### config.mk
export PLATFORM = sky130hd
export DESIGN_NAME = csh_core
export DESIGN_NICKNAME = d
export VERILOG_FILES = /design/src/core/csh_pkg.sv /design/src/core/csh_sync.sv /design/src/core/csh_core.sv
export VERILOG_INCLUDE_DIRS = /design/src /design/src/core
export SDC_FILE = /design/constraint.sdc
export NUM_CORES = 1
export LEC_CHECK = 0
export BUFFER_PORTS_ARGS = -buffer_cell sky130_fd_sc_hd__buf_2
export CAP_MARGIN = 20
export CELL_PAD_IN_SITES_DETAIL_PLACEMENT = 1
export CELL_PAD_IN_SITES_GLOBAL_PLACEMENT = 1
export CORE_AREA = 2 2 74 62
export DETAILED_ROUTE_END_ITERATION = 8
export DIE_AREA = 0 0 76 64
export MAX_ROUTING_LAYER = met4
export PLACE_DENSITY_LB_ADDON = 0.1
export SLEW_MARGIN = 0
export SYNTH_ARGS = -nofsm -noshare
export SYNTH_HDL_FRONTEND = slang
export SYNTH_SLANG_ARGS = --single-unit
export TNS_END_PERCENT = 30
### constraint.sdc
create_clock -name clock_i -period 3.3 [get_ports clock_i]
set_clock_uncertainty 0.2 [all_clocks]
set_input_delay 0.495 -clock clock_i [delete_from_list [all_inputs] [get_ports clock_i]]
set_output_delay 0.495 -clock clock_i [all_outputs]
set_load 0.01 [all_outputs]
### src/core/csh_params.svh
// timing constants and counter width for the configuration status handshake
`ifndef CSH_PARAMS_SVH
`define CSH_PARAMS_SVH
`define CSH_CLK_HZ        10000000
`define CSH_POR_SHORT_MS  12
`define CSH_POR_LONG_MS   100
`define CSH_POR_SHORT_CYC ((`CSH_CLK_HZ / 1000) * `CSH_POR_SHORT_MS)
`define CSH_POR_LONG_CYC  ((`CSH_CLK_HZ / 1000) * `CSH_POR_LONG_MS)
`define CSH_POR_W         20
`endif

### src/core/csh_pkg.sv
// types for the configuration status handshake
package csh_pkg;
  typedef enum logic [2:0] {
    CSH_POR    = 3'b000,
    CSH_CONFIG = 3'b001,
    CSH_INIT   = 3'b010,
    CSH_USER   = 3'b011,
    CSH_ERROR  = 3'b100,
    CSH_RESET  = 3'b101
  } csh_state_e;
endpackage

### src/core/csh_sync.sv
// two flip-flop synchroniser for pin inputs
module csh_sync (
  input  wire logic clock_i,
  input  wire logic srst_i,
  input  wire logic rst_val_i,
  input  wire logic d_i,
  output logic      q_o
);
  logic meta_q;
  logic meta_d;
  logic q_d;

  always_comb begin
    meta_d = d_i;
    q_d    = meta_q;
  end

  // reset level fixed by caller tie-off; kept synchronous so no async load issue
  always_ff @(posedge clock_i) begin
    if (srst_i) begin
      meta_q <= rst_val_i;
      q_o    <= rst_val_i;
    end else begin
      meta_q <= meta_d;
      q_o    <= q_d;
    end
  end
endmodule

### src/core/csh_core.sv
// configuration status line handshake controller
// Summary of operation
// hold status line low from power-up until power-on delay elapses.
// pull status line low when configuration error is detected.
// external low on status during config or init enters error state.
// in user mode ignore status line; keep configuration.
// attached configuration source retries when it sees status low.
// outside party requests reconfiguration via request input, not status line.
// attempt before power-on delay ends fails; status stays low meanwhile.
// status released high after delay starts a new attempt to completion.
// request low in user mode resets device; return high reconfigures.
// power-on delay about 12 ms with select high, 100 ms low.
// status line only driven low or released, never driven high.
`include "csh_params.svh"
module csh_core #(
  parameter int unsigned POR_SHORT_CYC = `CSH_POR_SHORT_CYC,
  parameter int unsigned POR_LONG_CYC  = `CSH_POR_LONG_CYC
) (
  input  wire logic          clock_i,
  input  wire logic          srst_i,
  input  wire logic          por_sel_i,
  input  wire logic          config_req_n_i,
  input  wire logic          config_status_n_i,
  output logic               config_status_n_o,
  output logic               config_status_n_oe_o,
  input  wire logic          cfg_error_i,
  input  wire logic          cfg_done_i,
  input  wire logic          init_done_i,
  output logic               cfg_start_o,
  output logic               cfg_active_o,
  output logic               user_mode_o,
  output logic               error_o,
  output csh_pkg::csh_state_e state_o
);
  import csh_pkg::*;

  logic                  status_s;
  logic                  req_s;
  logic                  por_sel_s;
  csh_state_e            state_q, state_d;
  logic [`CSH_POR_W-1:0] cnt_q, cnt_d;
  logic                  drive_q, drive_d;
  logic                  start_q, start_d;

  csh_sync u_sync_status (
    .clock_i   (clock_i),
    .srst_i    (srst_i),
    .rst_val_i (1'b1),
    .d_i       (config_status_n_i),
    .q_o       (status_s)
  );
  csh_sync u_sync_req (
    .clock_i   (clock_i),
    .srst_i    (srst_i),
    .rst_val_i (1'b1),
    .d_i       (config_req_n_i),
    .q_o       (req_s)
  );
  csh_sync u_sync_sel (
    .clock_i   (clock_i),
    .srst_i    (srst_i),
    .rst_val_i (1'b1),
    .d_i       (por_sel_i),
    .q_o       (por_sel_s)
  );

  function automatic logic [`CSH_POR_W-1:0] por_len(input logic sel);
    por_len = sel ? POR_SHORT_CYC[`CSH_POR_W-1:0]
                  : POR_LONG_CYC[`CSH_POR_W-1:0];
  endfunction

  always_comb begin
    state_d = state_q;
    cnt_d   = cnt_q;
    drive_d = drive_q;
    start_d = 1'b0;
    case (state_q)
      CSH_POR: begin
        // line held low, any attempt meanwhile cannot proceed
        drive_d = 1'b1;
        if (cnt_q >= por_len(por_sel_s) - `CSH_POR_W'(1)) begin
          drive_d = 1'b0;
          cnt_d   = '0;
          state_d = CSH_RESET;
        end else begin
          cnt_d = cnt_q + `CSH_POR_W'(1);
        end
      end
      CSH_RESET: begin
        // wait for released line and high request before a new attempt
        drive_d = 1'b0;
        if (status_s && req_s) begin
          start_d = 1'b1;
          state_d = CSH_CONFIG;
        end
      end
      CSH_CONFIG: begin
        if (!req_s) begin
          state_d = CSH_RESET;
        end else if (cfg_error_i) begin
          drive_d = 1'b1;
          state_d = CSH_ERROR;
        end else if (!status_s) begin
          state_d = CSH_ERROR;
        end else if (cfg_done_i) begin
          state_d = CSH_INIT;
        end
      end
      CSH_INIT: begin
        if (!req_s) begin
          state_d = CSH_RESET;
        end else if (!status_s) begin
          state_d = CSH_ERROR;
        end else if (init_done_i) begin
          state_d = CSH_USER;
        end
      end
      CSH_USER: begin
        // status line not looked at here: configuration kept
        if (!req_s) begin
          state_d = CSH_RESET;
        end
      end
      CSH_ERROR: begin
        // pulse low one cycle if entered on cfg_error_i, then release so the source retries
        if (drive_q) begin
          drive_d = 1'b0;
        end else begin
          state_d = CSH_RESET;
        end
      end
      default: begin
        state_d = CSH_POR;
        cnt_d   = '0;
        drive_d = 1'b1;
      end
    endcase
  end

  always_ff @(posedge clock_i) begin
    if (srst_i) begin
      state_q <= CSH_POR;
      cnt_q   <= '0;
      drive_q <= 1'b1;
      start_q <= 1'b0;
    end else begin
      state_q <= state_d;
      cnt_q   <= cnt_d;
      drive_q <= drive_d;
      start_q <= start_d;
    end
  end

  assign config_status_n_o    = 1'b0;
  assign config_status_n_oe_o = drive_q;
  assign cfg_start_o          = start_q;
  assign cfg_active_o         = (state_q == CSH_CONFIG) || (state_q == CSH_INIT);
  assign user_mode_o          = (state_q == CSH_USER);
  assign error_o              = (state_q == CSH_ERROR);
  assign state_o              = state_q;
endmodule

==> reports/metrics.sh <==
SYNTH-EDFF-COUNT=0
IO_PINS=17
ENDPOINT_KIND='flop'
NUM_ROWS=21
NUMBER_OF_DISTINCT_LIBRARY_CELLS_AFTER_SYNTHESIS=46
ANTENNA_LEFT=0
FINAL_NETS=229
DP_HPWL_UM=3180
RUN_STATUS='completed'
VIAS=1492
LAYOUT.AREA.SEQ_UM2=621
DR_WL_MET3_UM=104
PATH_CLK_SLEW_PS=70
CORE_AREA_UM2=4070
GLOBALROUTEOVERFLOWTOTAL=0
GP_ROUTABILITY_CONGESTION=0.803
TOTALPOWERFINAL_mW=1.13
NUMBER_OF_POST_CTS_SETUP_REPAIR_BUFFERS=0
CTS_HTREE_LEVELS=2
GROUTE.USAGE.OVERALL_PCT=20.6
ROUTEDWLPERCELL_UM=16.3
CRITICAL_PATH_START_TYPE='flop'
SYNTH_FP_NETS=218
REQUIRED_PS=3240
MOST_USED_FLIP_FLOP_CELL_AFTER_SYNTHESIS='dfxtp_1'
POSTCTSHOLDBUFS=0
MET2_WIRELENGTH_UM=2020
CRIT_PATH_MAX_FANOUT=17
GRT_PASS1_WL_UM=7850
SYNTH.CELL_AREA_UM2=1760
DIE_H_UM=64
ASYNC_RESET_FF_SHARE_PCT=0
HP-CLASS='in -> reg'
CAP_VIOL_MAX_COUNT=0
GRT_PASS1_VIAS=1567
CRITICALPATHCATEGORY='reg -> reg'
MAX_IR_DROP_VDD_mV=0.329
POSTSYNTHCELLCOUNT=201
STDCELL_AREA_UM2=1940
PERIOD_NEEDED_PS=2850
HIGHEST_LAYER='met4'
DETAILEDROUTE.FIRSTITERATIONVIOLATIONS=86
MAX_SLEW_MARGIN_PCT=60.7
WL_MET1_UM=2230
PLACED_AREA_UM2=1850
FINALHOLDVIOLCOUNT=0
DIE_X_UM=76
SYNTH-SEQ-AREA-SHARE_PCT=35.3
CTSRESIZECOUNT=0
CLOCK_LATENCY_PS=280
GRT_SETUP_UNREPAIRED='false'
CTS_BUFFER_DEPTH=2
VIASPERCELL=5.53
REMAINING_DRC_ERRORS=0
FINAL.FILL_COUNT=499
REGISTER_TO_REGISTER_PATH_SETUP_SLACK_PS=450
FINAL_COMMON_CELL='dfxtp_1'
SETUP_TOTAL_NEGATIVE_SLACK_PS=0
CRITPATHARRIVALTIME_PS=2790
GRT_MAX_DEGREE=34
WL_UM=4400
PERIOD_SHARE_PCT=86.5
CTS_ROOT_BUFFER='clkbuf_8'
SYNTH_SEQ_CELLS=31
AREA.GROWTH.SYNTH_TO_FINAL_PCT=10.2
FINALSETUPVIOLATIONS=0
DRT_PASS1_ITERATIONS=4
FINAL_LAYOUT_SIZE_SUFFIX_GT1_SHARE_PCT=17.4
DRV_SLEW=0
CLOCK_SINK_COUNT=31
TIGHTEST_SLEW_PS=589
MULTIINPUTGATEAREA_UM2=1060
CTS-BUFFERS-INSERTED=5
STATIC-LEAKAGE-POWER_nW=0.766
ANTENNA_FOUND_INITIAL=0
TRITONCTS='yes'
FIN_UTIL_PCT=47.5
PORT_BUFFERS=15
SYNTH_AREA_PER_CELL_UM2=8.74
FINAL_CELL_MIX='dfxtp_1 (31), nor3_1 (19), buf_2 (15)'
MAX_CLOCK_FREQ_MHz=351
FLOORPLAN.DIE_AREA_UM2=4860
INITIAL_UTILIZATION_PCT=43.1
ANTENNA_CELLS=0
YOSYSWARNINGS=0
POWER.DENSITY_nW_PER_UM2=584
==> critical path: stages, from the launching register on <==
cell	delay [ps]
dfxtp_1	420
inv_1	140
ha_1	310
inv_1	40
or4_4	540
o311ai_4	490
a2bb2oi_4	440
nor3_1	120
==> stage by stage <==
stage / hold WS (ps) / instances / setup WS [ps]
3_3_place_gp: 192 / 262 / 612
3_5_place_dp: 209 / 262 / 501
5_1_grt: 177 / 270 / 247
4_1_cts: 183 / 270 / 462
2_1_floorplan: 189 / 201 / 820
6_report: 192 / 270 / 447
==> power by group <==
| part | internal [mW] | leakage, nW | switching (mW) |
|---|---|---|---|
| Sequential | 0.409 | 0.252 | 0.0653 |
| Clock | 0.147 | 0.0412 | 0.152 |
| Combinational | 0.150 | 0.472 | 0.207 |
==> cells by family (layout without fill, tap and decap cells) <==
group,after synthesis,count (layout),synth area share [%]
multiplexers,3,3,1.71
AO/OA/AOI/OAI,34,34,15.5
buffers and inverters,17,29,4.27
XOR/XNOR,18,18,8.97
AND/OR/NAND/NOR,88,88,27.6
adder cells (fa/ha/maj),9,9,6.41
other,1,1,0.213
flip-flops,31,31,35.3
==> Yosys cell counts, types with 2 or more instances <==
master / instances / share of area [%]
and2_1: 3 / 1.1
or2_2: 6 / 2.1
o21ai_0: 6 / 1.7
nand2_1: 10 / 2.1
o211ai_1: 2 / 0.85
a21oi_1: 7 / 2.0
nand4_1: 6 / 2.1
a31oi_1: 3 / 1.1
o2111ai_1: 3 / 1.5
ha_1: 9 / 6.4
nand3_1: 6 / 1.7
and3_1: 5 / 1.8
mux2i_1: 3 / 1.7
xor2_1: 5 / 2.5
a21o_1: 2 / 0.85
or3b_2: 2 / 1.0
and4_1: 2 / 1.0
clkbuf_1: 8 / 1.7
nor2_1: 14 / 3.0
inv_1: 6 / 1.3
dfxtp_1: 31 / 35
o21bai_1: 2 / 0.85
nor3_1: 19 / 5.4
or3_1: 3 / 1.1
or4_1: 2 / 0.85
xnor2_1: 13 / 6.5
nand2b_1: 4 / 1.4
==> flip-flops by register name, indices dropped and copies added, names as in the netlist <==
name,cells
cfg_start_o,1
cnt_q,20
config_status_n_oe_o,1
state_o,3
u_sync_req.meta_q,1
u_sync_req.q_o,1
u_sync_sel.meta_q,1
u_sync_sel.q_o,1
u_sync_status.meta_q,1
u_sync_status.q_o,1
==> path summary, 6_finish.rpt <==
kind / from / to / depth (start not counted)
min reg2reg: u_sync_status.meta_q / u_sync_status.q_o / 1
max reg2reg: u_sync_sel.q_o / cnt_q[10] / 7
max: u_sync_sel.q_o / cnt_q[10] / 7
min: config_status_n_i / u_sync_status.meta_q / 2
==> cell type report <==
| type | instances | share of cell area, % |
|---|---|---|
| Inverter | 6 | 1.16 |
| Clock buffer | 6 | 3.75 |
| Sequential cell | 31 | 32.1 |
| Multi-Input combinational cell | 153 | 54.8 |
| Tap cell | 57 | 3.68 |
| Timing Repair Buffer | 15 | 3.88 |
| Clock inverter | 2 | 0.646 |
==> metal layers <==
metal	GRT usage [%]	up-vias
met4	7.27	0
met1	27.5	732
li1	-	743
met2	30.9	12
met5	-	-
met3	4.80	5
Note: power is estimated with default switching activity, not from simulation.
